File: config.mk
export PLATFORM = sky130hd
export DESIGN_NAME = eapg_top
export DESIGN_NICKNAME = d
export VERILOG_FILES = /design/src/eapg_pkg.sv /design/src/eapg_top.sv
export SDC_FILE = /design/constraint.sdc
export NUM_CORES = 1
export LEC_CHECK = 0
export BUFFER_PORTS_ARGS = -buffer_cell sky130_fd_sc_hd__buf_4
export CAP_MARGIN = 20
export CORE_AREA = 2 2 123 125
export CTS_CLUSTER_DIAMETER = 150
export DETAILED_ROUTE_END_ITERATION = 6
export DIE_AREA = 0 0 125 127
export GPL_TIMING_DRIVEN = 0
export PLACE_DENSITY_LB_ADDON = 0.1
export SYNTH_ARGS = -nofsm -noshare
export SYNTH_HDL_FRONTEND = slang
export SYNTH_SLANG_ARGS = --single-unit
File: constraint.sdc
create_clock -name mclk -period 2.9 [get_ports mclk]
set_input_delay 0.58 -clock mclk [delete_from_list [all_inputs] [get_ports mclk]]
set_output_delay 0.58 -clock mclk [all_outputs]
set_load 0.1 [all_outputs]
File: src/eapg_pkg.sv
// eapg_pkg: constants and types of the event alert pulse generator.
// assumes a single 50 MHz clock and an AHB-Lite register slave.

package eapg_pkg;

  // ----------------------------------------------------------------
  // timing
  // ----------------------------------------------------------------
  localparam int CLK_MHZ = 50; // mclk rate
  localparam int T_PULSE_US = 100; // alert low time
  localparam int T_GAP_US = 100; // least high time between pulses
  localparam int T_CFG_FILT_US = 7; // config select filter
  localparam int PULSE_CYC_DEF = T_PULSE_US * CLK_MHZ;
  localparam int GAP_CYC_DEF = T_GAP_US * CLK_MHZ;
  localparam int CFG_FILT_CYC = T_CFG_FILT_US * CLK_MHZ;
  localparam int CNT_W = 16; // pulse / gap counter width
  localparam int FILT_W = 9; // filter counter width

  // ----------------------------------------------------------------
  // register byte offsets
  // ----------------------------------------------------------------
  localparam logic [7:0] OFF_CTRL = 8'h00;
  localparam logic [7:0] OFF_WAKE_EN_1 = 8'h04;
  localparam logic [7:0] OFF_WAKE_EN_2 = 8'h08;
  localparam logic [7:0] OFF_WAKE_FLAGS_1 = 8'h0c;
  localparam logic [7:0] OFF_WAKE_FLAGS_2 = 8'h10;
  localparam logic [7:0] OFF_FAIL_FLAGS = 8'h14;
  localparam logic [7:0] OFF_WAKE_LEVEL = 8'h18;
  localparam logic [7:0] OFF_IRQ_STAT = 8'h1c;
  localparam logic [7:0] OFF_IRQ_MASK = 8'h20;
  localparam logic [7:0] OFF_ALERT_STATE = 8'h24;

  // ----------------------------------------------------------------
  // field layout and reset values
  // ----------------------------------------------------------------
  localparam int CTRL_GLOBAL_BIT = 0; // class select
  localparam int IRQ_PULSE_BIT = 0; // an alert pulse started
  localparam int IRQ_STOP_BIT = 1; // stop entry with flags left
  // fail bits 0..5: undervolt, watchdog, short, overtemp 2,
  // fail output, power-on; these never raise an alert
  localparam logic [15:0] FAIL_NOALERT_MASK = 16'h003f;
  localparam logic RST_GLOBAL = 1'h0; // wake class by default
  localparam logic [7:0] RST_WAKE_EN = 8'h00;
  localparam logic [1:0] RST_IRQ_MASK = 2'h0;

  // ----------------------------------------------------------------
  // types
  // ----------------------------------------------------------------
  typedef enum logic [1:0] {
    MODE_INIT, MODE_NORMAL, MODE_STOP, MODE_OTHER
  } eapg_mode_t;

  typedef enum logic [1:0] {AL_IDLE, AL_PULSE, AL_GAP} eapg_alert_t;

  // incoming one-cycle event pulses
  typedef struct packed {
    logic [7:0] wake1;
    logic [7:0] wake2;
    logic [15:0] fail;
  } eapg_events_t;

  // whole state of the generator
  typedef struct packed {
    logic wr_pend;
    logic [7:0] addr;
    logic [31:0] hrdata;
    logic global_cls;
    logic [7:0] en1;
    logic [7:0] en2;
    logic [7:0] flags1;
    logic [7:0] flags2;
    logic [15:0] fail_flags;
    logic [7:0] cap1;
    logic [7:0] cap2;
    logic [15:0] cap_fail;
    logic stop_pend;
    eapg_mode_t prev_mode;
    eapg_alert_t st;
    logic [CNT_W-1:0] cnt;
    logic [1:0] irq_stat;
    logic [1:0] irq_mask;
    logic [FILT_W-1:0] fcnt;
    logic cfg_sel;
  } eapg_state_t;

endpackage

File: src/eapg_top.sv
// eapg_top: alert pulse generator with its AHB-Lite register slave.
// assumes all inputs synchronous to mclk; mode comes from the mode
// state machine elsewhere and is only read here.
//
// Operation
// alert drives pin low one pulse width
// pin stays high at least the gap
// alerts never change the operating mode
// class bit picks wake-only or global alerts
// wake flags alert only when source enabled
// global class adds failures, never level view
// restart and fail-safe causes never alert
// stop entry with uncleared wake flags alerts
// status registers update at pulse falling edge
// events stay latched until software clears
// host should reread status after clearing
// init mode pin is filtered config input
// events during pulse or gap wait pending
// other modes keep pin high, no pulses

`timescale 1ns/1ps
`default_nettype none

module eapg_top
  import eapg_pkg::*;
#(
  parameter int PULSE_CYC = PULSE_CYC_DEF,
  parameter int GAP_CYC = GAP_CYC_DEF
) (
  // clock and reset
  input wire logic mclk,
  input wire logic rst,
  // ahb-lite slave
  input wire logic hsel,
  input wire logic [31:0] haddr,
  input wire logic [1:0] htrans,
  input wire logic hwrite,
  input wire logic [2:0] hsize,
  input wire logic [31:0] hwdata,
  input wire logic hready,
  output logic hreadyout,
  output logic hresp,
  output logic [31:0] hrdata,
  // device side
  input wire eapg_mode_t mode,
  input wire eapg_events_t evt,
  input wire logic [7:0] wake_level_1,
  input wire logic [7:0] wake_level_2,
  output logic hw_config_sel,
  // alert pin, push/pull, input in init mode
  input wire logic alert_pin_i,
  output logic alert_pin_o,
  output logic alert_pin_oe,
  // interrupt
  output logic irq
);

  // ----------------------------------------------------------------
  // state and next state
  // ----------------------------------------------------------------
  eapg_state_t s; // registered state
  eapg_state_t next_s; // next state
  logic active; // normal or stop mode
  logic trigger; // some pending event asks for a pulse
  logic start; // pulse begins this cycle
  logic xfer; // pending events move into visible flags
  logic stop_entry; // stop entered with wake flags left
  logic wr_acc; // write address phase taken
  logic rd_acc; // read address phase taken
  logic [7:0] clr1; // software clear of wake flags 1
  logic [7:0] clr2; // software clear of wake flags 2
  logic [15:0] clr_fail; // software clear of fail flags
  logic [1:0] clr_irq; // software clear of irq status
  logic [1:0] set_irq; // irq events this cycle

  assign active = (mode == MODE_NORMAL) || (mode == MODE_STOP);
  assign wr_acc = hsel && hready && htrans[1] && hwrite;
  assign rd_acc = hsel && hready && htrans[1] && !hwrite;

  // wake sources count only when enabled; failures only in global
  // class and only those that do not force restart or fail-safe;
  // the live level inputs never enter here
  assign trigger = (|(s.cap1 & s.en1))
    || (|(s.cap2 & s.en2))
    || (s.global_cls && (|(s.cap_fail & ~FAIL_NOALERT_MASK)))
    || s.stop_pend;

  // no pulse outside normal and stop; pending ones wait for the gap
  assign start = (s.st == AL_IDLE) && active && trigger;

  // captured events reach software at the falling pin edge; events
  // that raise no alert are shown at once while the generator idles
  assign xfer = start || ((s.st == AL_IDLE) && !trigger);

  // entering stop while software has not cleared every wake flag
  assign stop_entry = (mode == MODE_STOP) && (s.prev_mode != MODE_STOP)
    && ((|s.flags1) || (|s.flags2));

  // ----------------------------------------------------------------
  // register read mux
  // ----------------------------------------------------------------
  function automatic logic [31:0] rd_mux(input eapg_state_t v,
                                         input logic [7:0] a,
                                         input logic [15:0] lvl);
    logic [31:0] d;
    d = 32'h0000_0000;
    unique case (a)
      OFF_CTRL: d[CTRL_GLOBAL_BIT] = v.global_cls;
      OFF_WAKE_EN_1: d[7:0] = v.en1;
      OFF_WAKE_EN_2: d[7:0] = v.en2;
      OFF_WAKE_FLAGS_1: d[7:0] = v.flags1;
      OFF_WAKE_FLAGS_2: d[7:0] = v.flags2;
      OFF_FAIL_FLAGS: d[15:0] = v.fail_flags;
      OFF_WAKE_LEVEL: d[15:0] = lvl; // live, never latched R10
      OFF_IRQ_STAT: d[1:0] = v.irq_stat;
      OFF_IRQ_MASK: d[1:0] = v.irq_mask;
      OFF_ALERT_STATE: d[4:0] = {v.stop_pend, v.cfg_sel, 1'b0, v.st};
      default: d = 32'h0000_0000; // unmapped reads as zero
    endcase
    return d;
  endfunction

  // ----------------------------------------------------------------
  // next state
  // ----------------------------------------------------------------
  always_comb begin
    next_s = s;
    clr1 = 8'h00;
    clr2 = 8'h00;
    clr_fail = 16'h0000;
    clr_irq = 2'h0;
    set_irq = 2'h0;

    // bus write lands in its data phase
    if (s.wr_pend) begin
      unique case (s.addr)
        OFF_CTRL: next_s.global_cls = hwdata[CTRL_GLOBAL_BIT];
        OFF_WAKE_EN_1: next_s.en1 = hwdata[7:0];
        OFF_WAKE_EN_2: next_s.en2 = hwdata[7:0];
        OFF_WAKE_FLAGS_1: clr1 = hwdata[7:0];
        OFF_WAKE_FLAGS_2: clr2 = hwdata[7:0];
        OFF_FAIL_FLAGS: clr_fail = hwdata[15:0];
        OFF_IRQ_STAT: clr_irq = hwdata[1:0];
        OFF_IRQ_MASK: next_s.irq_mask = hwdata[1:0];
        default: ; // read-only or unmapped: ignored
      endcase
    end
    next_s.wr_pend = wr_acc;
    if (wr_acc) begin
      next_s.addr = haddr[7:0];
    end

    // capture registers: a new event beats the transfer clear
    next_s.cap1 = (xfer ? 8'h00 : s.cap1) | evt.wake1;
    next_s.cap2 = (xfer ? 8'h00 : s.cap2) | evt.wake2;
    next_s.cap_fail = (xfer ? 16'h0000 : s.cap_fail) | evt.fail;

    // sticky visible flags: hardware set wins over software clear
    next_s.flags1 = (s.flags1 & ~clr1) | (xfer ? s.cap1 : 8'h00);
    next_s.flags2 = (s.flags2 & ~clr2) | (xfer ? s.cap2 : 8'h00);
    next_s.fail_flags = (s.fail_flags & ~clr_fail)
      | (xfer ? s.cap_fail : 16'h0000);

    // stop entry request stays until its pulse is issued
    next_s.stop_pend = (s.stop_pend && !start) || stop_entry;
    next_s.prev_mode = mode;

    // pulse sequencer; it only reads mode, never drives it
    unique case (s.st)
      AL_IDLE: begin
        if (start) begin
          next_s.st = AL_PULSE;
          next_s.cnt = '0;
        end
      end
      AL_PULSE: begin
        // leaving the active modes cuts the pulse but keeps the gap
        if (!active || (s.cnt == CNT_W'(PULSE_CYC - 1))) begin
          next_s.st = AL_GAP;
          next_s.cnt = '0;
        end else begin
          next_s.cnt = s.cnt + 1'b1;
        end
      end
      AL_GAP: begin
        if (s.cnt == CNT_W'(GAP_CYC - 1)) begin
          next_s.st = AL_IDLE;
          next_s.cnt = '0;
        end else begin
          next_s.cnt = s.cnt + 1'b1;
        end
      end
    endcase

    // interrupt status, set wins over write-one-to-clear
    set_irq[IRQ_PULSE_BIT] = start;
    set_irq[IRQ_STOP_BIT] = stop_entry;
    next_s.irq_stat = (s.irq_stat & ~clr_irq) | set_irq;

    // config select filter: a level must hold for the filter time
    if (mode == MODE_INIT) begin
      if (alert_pin_i != s.cfg_sel) begin
        if (s.fcnt == FILT_W'(CFG_FILT_CYC - 1)) begin
          next_s.cfg_sel = alert_pin_i;
          next_s.fcnt = '0;
        end else begin
          next_s.fcnt = s.fcnt + 1'b1;
        end
      end else begin
        next_s.fcnt = '0; // glitch shorter than filter: dropped
      end
    end else begin
      next_s.fcnt = '0;
    end

    // read data from the post-write view, so a read right after a
    // write to the same register is never stale
    if (rd_acc) begin
      next_s.hrdata = rd_mux(next_s, haddr[7:0],
                             {wake_level_2, wake_level_1});
    end
  end

  // ----------------------------------------------------------------
  // state register
  // ----------------------------------------------------------------
  always_ff @(posedge mclk) begin
    if (rst) begin
      s <= '0;
      s.global_cls <= RST_GLOBAL;
      s.en1 <= RST_WAKE_EN;
      s.en2 <= RST_WAKE_EN;
      s.irq_mask <= RST_IRQ_MASK;
      s.st <= AL_IDLE;
      s.prev_mode <= MODE_INIT;
    end else begin
      s <= next_s;
    end
  end

  // ----------------------------------------------------------------
  // outputs
  // ----------------------------------------------------------------
  assign hreadyout = 1'b1; // zero wait states
  assign hresp = 1'b0; // always OKAY
  assign hrdata = s.hrdata;
  assign hw_config_sel = s.cfg_sel;
  // pin is an input in init, high in any other idle state
  assign alert_pin_oe = (mode != MODE_INIT);
  assign alert_pin_o = !((s.st == AL_PULSE) && active);
  assign irq = |(s.irq_stat & s.irq_mask);

  // ----------------------------------------------------------------
  // checks
  // ----------------------------------------------------------------
  logic [CNT_W-1:0] lo_cnt; // consecutive low cycles of the pin
  logic [CNT_W-1:0] hi_cnt; // high cycles since last pulse, saturates

  always_ff @(posedge mclk) begin
    if (rst) begin
      lo_cnt <= '0;
      hi_cnt <= '1;
    end else begin
      lo_cnt <= alert_pin_o ? '0 : lo_cnt + 1'b1;
      if (!alert_pin_o) begin
        hi_cnt <= '0;
      end else if (hi_cnt != '1) begin
        hi_cnt <= hi_cnt + 1'b1;
      end
    end
  end
endmodule

`default_nettype wire

# Yosys cells after proc, flatten, opt, wreduce, memory -nomap -nowiden
# Index checks and enable logic that the tools add are counted.
word_totals:
  ff_bits: 141
  in_bits: 125
  output_inout_bits: 38
  word_cells: 138
classes:
  n_addsub: 2
  eq_ne: 25
  mux: 34
  bitwise: 20
  reduce_logical: 37
ops:
  columns: ["cell", "n"]
  rows:
  - ["two-way mux 16 bit", 6]
  - ["two-way mux 8 bit", 10]
  - ["equality test 8 x 5 -> 1 bit, second input constant", 7]
  - ["case mux 18 bit (3 select lines)", 1]
  - ["bitwise AND 8 bit", 4]
  - ["equality test 8 x 4 -> 1 bit, second input constant", 4]
  - ["bitwise OR 16 bit", 2]
  - ["bitwise OR 8 bit", 4]
  - ["OR reduction 8 bit", 4]
  - ["equality test 8 x 6 -> 1 bit, second input constant", 3]
  - ["case mux 3 bit (7 select lines)", 1]
  - ["two-way mux 18 bit", 1]
  - ["case mux 3 bit (6 select lines)", 1]
  - ["two-way mux 17 bit", 1]
  - ["adder 16 x 1 -> 16 bit, second input constant", 1]
  - ["bitwise AND 16 bit", 1]
  - ["equality test 16 x 13 -> 1 bit, second input constant", 1]
  - ["equality test 8 x 3 -> 1 bit, second input constant", 2]
  - ["logical NOT 8 bit", 2]
  - ["inverter 16 bit", 1]
  - ["inverter 8 bit", 2]
  - ["case mux 8 bit (2 select lines)", 1]
  - ["logical AND 1 bit", 12]
  - ["two-way mux 2 bit", 6]
  - ["20 further kinds", 40]

# Longest topological paths before layout
depth:
  depth_word: 11
  mapped_depth: 11
  ltp_nobuf: 9

# Worst setup path after synthesis
# No wires, ideal clock.
synth_timing:
  kind: "register to register"
  start: "reg s[156] in the netlist's numbering"
  end: "reg s, in the netlist hrdata[1]"
  setup_time_ns: 0.120
  arrival_time_ns: 2.331
  t_required_ns: 2.780
  setup_slack_ns: 0.449
  stages_incl_launch_ff: 9
  path_buffers: 2
  synth_period_minus_slack_ns: 2.451
  path_cell_list: "dfxtp_1 > buf_4 > or4b_1 > buf_2 > nor3_4 > mux2i_1 > o22ai_1 > a311o_1 > o31a_1"
synth_between:
  elab_chain_len: 5
  elab_cells_between_ends: 19
  classes_between: "mux (7); bitwise (12)"
synth_lines:
  columns: ["item", "line_no", "text"]
  rows:
  - ["start: declaration", "eapg_top.sv:61", "eapg_state_t s;"]
  - ["start signal: assignment", "eapg_top.sv:237", "s <= next_s;"]
  - ["two-way mux 2 bit (tied with other cells)", "eapg_top.sv:135", "if (s.wr_pend) begin"]
  - ["inverter 2 bit (tied with other cells)", "eapg_top.sv:198", "next_s.irq_stat = (s.irq_stat & ~clr_irq) | set_irq;"]
  - ["bitwise AND 2 bit (tied with other cells)", "eapg_top.sv:198", null]
  - ["bitwise OR 2 bit (tied with other cells)", "eapg_top.sv:198", null]
  - ["case mux 1 bit (9 select lines) *", "eapg_top.sv:107", "unique case (a)"]
# Mark *: on every way between the ends. The rest lies on a longest branch, timed or not.
# A chain may end at the register's enable or synchronous reset.

# Worst setup path in the final report
layout_timing:
  start: "reg s[30] in the netlist's numbering"
  end: "reg s, in the netlist hrdata[0]"
layout_between:
  elab_chain_len: 7
  elab_cells_between_ends: 19
  classes_between: "eq/ne (2); mux (8); bitwise (4); reduce/logical (5)"
layout_lines:
  columns: ["item", "line_no", "text"]
  rows:
  - ["logical NOT 2 bit", "eapg_top.sv:89, eapg_top.sv:93, eapg_top.sv:169", null]
  - ["logical AND 1 bit (2 in series)", "eapg_top.sv:89", "assign start = (s.st == AL_IDLE) && active && trigger;"]
  - ["logical OR 1 bit", "eapg_top.sv:93", "assign xfer = start || ((s.st == AL_IDLE) && !trigger);"]
  - ["two-way mux 16 bit (tied with other cells)", "eapg_top.sv:162", "| (xfer ? s.cap_fail : 16'h0000);"]
  - ["bitwise OR 16 bit (tied with other cells)", "eapg_top.sv:162", null]
  - ["case mux 1 bit (10 select lines) *", "eapg_top.sv:107", null]
# Mark *: on every way between the ends. The rest lies on a longest branch, timed or not. The select of a mux whose other input is x is not followed.

==> results.yml <==
timing:
  fin_crit_sh_pct: 94.8
  hold_slack_ns: 0.345
  relSlewSlack_pct: 39.5
  finalSetupViolCount: 0
  finClkSkew_ns: 0.0153
  slew_violations: 0
  period_minus_slack_ns: 2.75
  hold_viol: 0
  fin_ws_ns: 0.152
  grt_setup_unrepaired: "no"
  worst_pin_slew_ns: 0.899
  max_freq_mhz: 364
logic_synthesis:
  synthArstFlopShare_pct: 0
  syn_inst: 815
  postSynthAreaPerCell_sq_um: 8.23
  synth_edf_count: 0
  ys.warnings.count: 0
  yosysUniqueCellTypes: 71
  ys_ff_latch: 141
  synth_ff_type: "dfxtp_1"
  netlist_area_sq_um: 6710
  ys_seq_area_share_pct: 42.1
power:
  p_leak_nw: 3.33
  power_density_nw_per_um2: 574
  ir_worst_vdd_uv: 444
  power.total_mw: 4.80
layout:
  fillers: 1356
  final_common_cell: "dfxtp_1"
  finalNonFillerCells: 1150
  final_cell_mix: "dfxtp_1, buf_4, nor2_1"
  finish.utilization_pct: 58.0
  diodes: 0
  layout.nets: 1086
  syn_to_final_growth_pct: 24.7
  drive_above_1_share_pct: 20.4
placed_design:
  io_buffers: 98
  dp.cells: 1113
  dp_slack_ns: -0.0767
  place_congestion: 0.977
  dp_hpwl_microns: 16000
global_route:
  antenna_found_initial: 0
  grt_use_total_pct: 27.0
  grt-ovfl-total: 0
  grt_pass1_wl_microns: 33600
  grt_pass1_vias: 6128
  grt_max_degree: 17
detailed_routing:
  drc: 0
  wl_per_cell_microns: 18.9
  via_count: 6538
  final_antenna_net_count: 0
  drtPass1Iterations: 5
  first_iter_violations: 683
  wl_microns: 21700
  vias_per_cell: 5.69
worst_setup_path:
  path_depth: 11
  crit_family: "compound AO/OA/AOI/OAI gates"
  ff2ff_path_depth: 11
  crit_path_top_delay_cell: "dfxtp_1"
  path_max_fanout: 10
  required_ns: 3.22
  cp_num_buf_inv: 3
  crit_chain: "inv_1 > ha_1 > clkbuf_1 > and2_1 > clkbuf_2 > nand3_1 > o21ai_0 > a221oi_1 > o21ai_0 > a211o_1 > o31a_1"
  setup.worst_path.end_class: "register"
  cp_common_cell: "o21ai_0"
  start_kind: "register"
  crit_path_max_incr_delay_ns: 0.40
  arrival_ns: 3.07
  crit_type: "reg -> reg"
hold_path:
  hold_path_class: "in -> reg"
  holdPathStages: 3
flow_run:
  drv_cap: 0
clock_network:
  cts_buffers: 17
  ctsRootBufferMaster: "clkbuf_16"
  cts_hold_buf: 0
  clock_latency_ns: 0.44
  ctsHtreeMaxLevel: 4
  clockBufferDepth: 2
  clk_pin_slew_ns: 0.07
  cts_sinks: 141
  cts_tree: "yes"
floorplanning:
  die_w_microns: 125
  core_area_sq_um: 14400
  dieArea_sq_um: 15900
  initial_core_util_pct: 46.5
  die_h_microns: 127
  rows: 44
  pin_count: 163
run_status:
  status: "completed"
## synthesized netlist by cell type, types with 6 or more instances
library cell  instances  area, sq um
o21ai_0              31          155
a22oi_1              21          158
ha_1                  8          100
o221ai_1              6         52.6
mux2i_1              22          220
nand3_1              22          110
nor4_1               12         75.1
inv_1                13         48.8
o22ai_1              14         87.6
clkbuf_1             24         90.1
dfxtp_1             141         2820
buf_4                36          270
o21a_1                9         67.6
nand4_1               9         56.3
a21oi_1              92          460
xor2_1               10         87.6
nor2_1              118          443
nor3_1               18         90.1
xnor2_1               6         52.6
and3_1                6         37.5
nand2_1              89          334
## final cells by class
class	count	area [sq um]	area share [%]
clock buffer	17	425	5.09
buffer	70	430	5.15
multi-input combinational	607	3470	41.5
clock inverter	15	140	1.68
sequential	141	2820	33.7
timing repair buffer	103	798	9.54
inverter	13	48.8	0.583
tap	184	230	2.75
## final timing paths
check,start,to,slack (ns)
worst max-delay path,s[30],hrdata[0],0.15
worst min-delay path,evt[12],s[47],0.34
worst max register to register,s[30],hrdata[0],0.15
worst min register to register,hrdata[7],hrdata[7],0.45
## metrics by stage
stage               setup TNS [ns]  instance area [sq um]
detailed placement          -0.225                   7730
CTS                              0                   8330
global route                     0                   8360
global placement            -0.471                   7730
finish                           0                   8360
floorplan                        0                   6770
## registers in the layout (all words and copies together), names as in the netlist
| register | cells |
|---|---|
| s | 124 |
| hw_config_sel | 1 |
| hrdata | 16 |
## power breakdown
| group | leakage, nW | switching, mW | internal (mW) | total [mW] |
|---|---|---|---|---|
| clock | 0.277 | 0.985 | 1.14 | 2.13 |
| sequential | 1.15 | 0.0704 | 2.01 | 2.08 |
| combinational | 1.90 | 0.390 | 0.198 | 0.588 |
| total | 3.33 | 1.45 | 3.35 | 4.80 |
## what timing repair did
item                                    in CTS  in global routing
setup buffers                                2                  3
pin swaps                                    2                  1
endpoints found under the setup margin       3                  4
gates resized for setup                      1                  2
## layer usage
layer / global-route usage, % / vias to the layer above / wire, microns
met2: 41.5 / 319 / 9600
met3: 7.83 / 43 / 2290
met4: 10.3 / 0 / 497
met5: 0 / - / 0
li1: - / 3149 / -
met1: 36.2 / 3027 / 9330
## worst min-delay path, stage by stage
cell and delay, ns:
buf_4 0.08, a21oi_1 0.03, nor2_1 0.06
## cell families (layout without fill, tap and decap cells)
kind of cell	after synthesis	after routing	share of synthesized area [%]
simple gates	318	318	22.8
compound gates	224	224	20.9
flops	141	141	42.1
buf+inv	83	218	7.07
mux	23	23	3.45
xor+xnor	16	16	2.09
fa+ha+maj	8	8	1.49
other cells	2	18	0.112
Power figures use the tool's default switching activity.
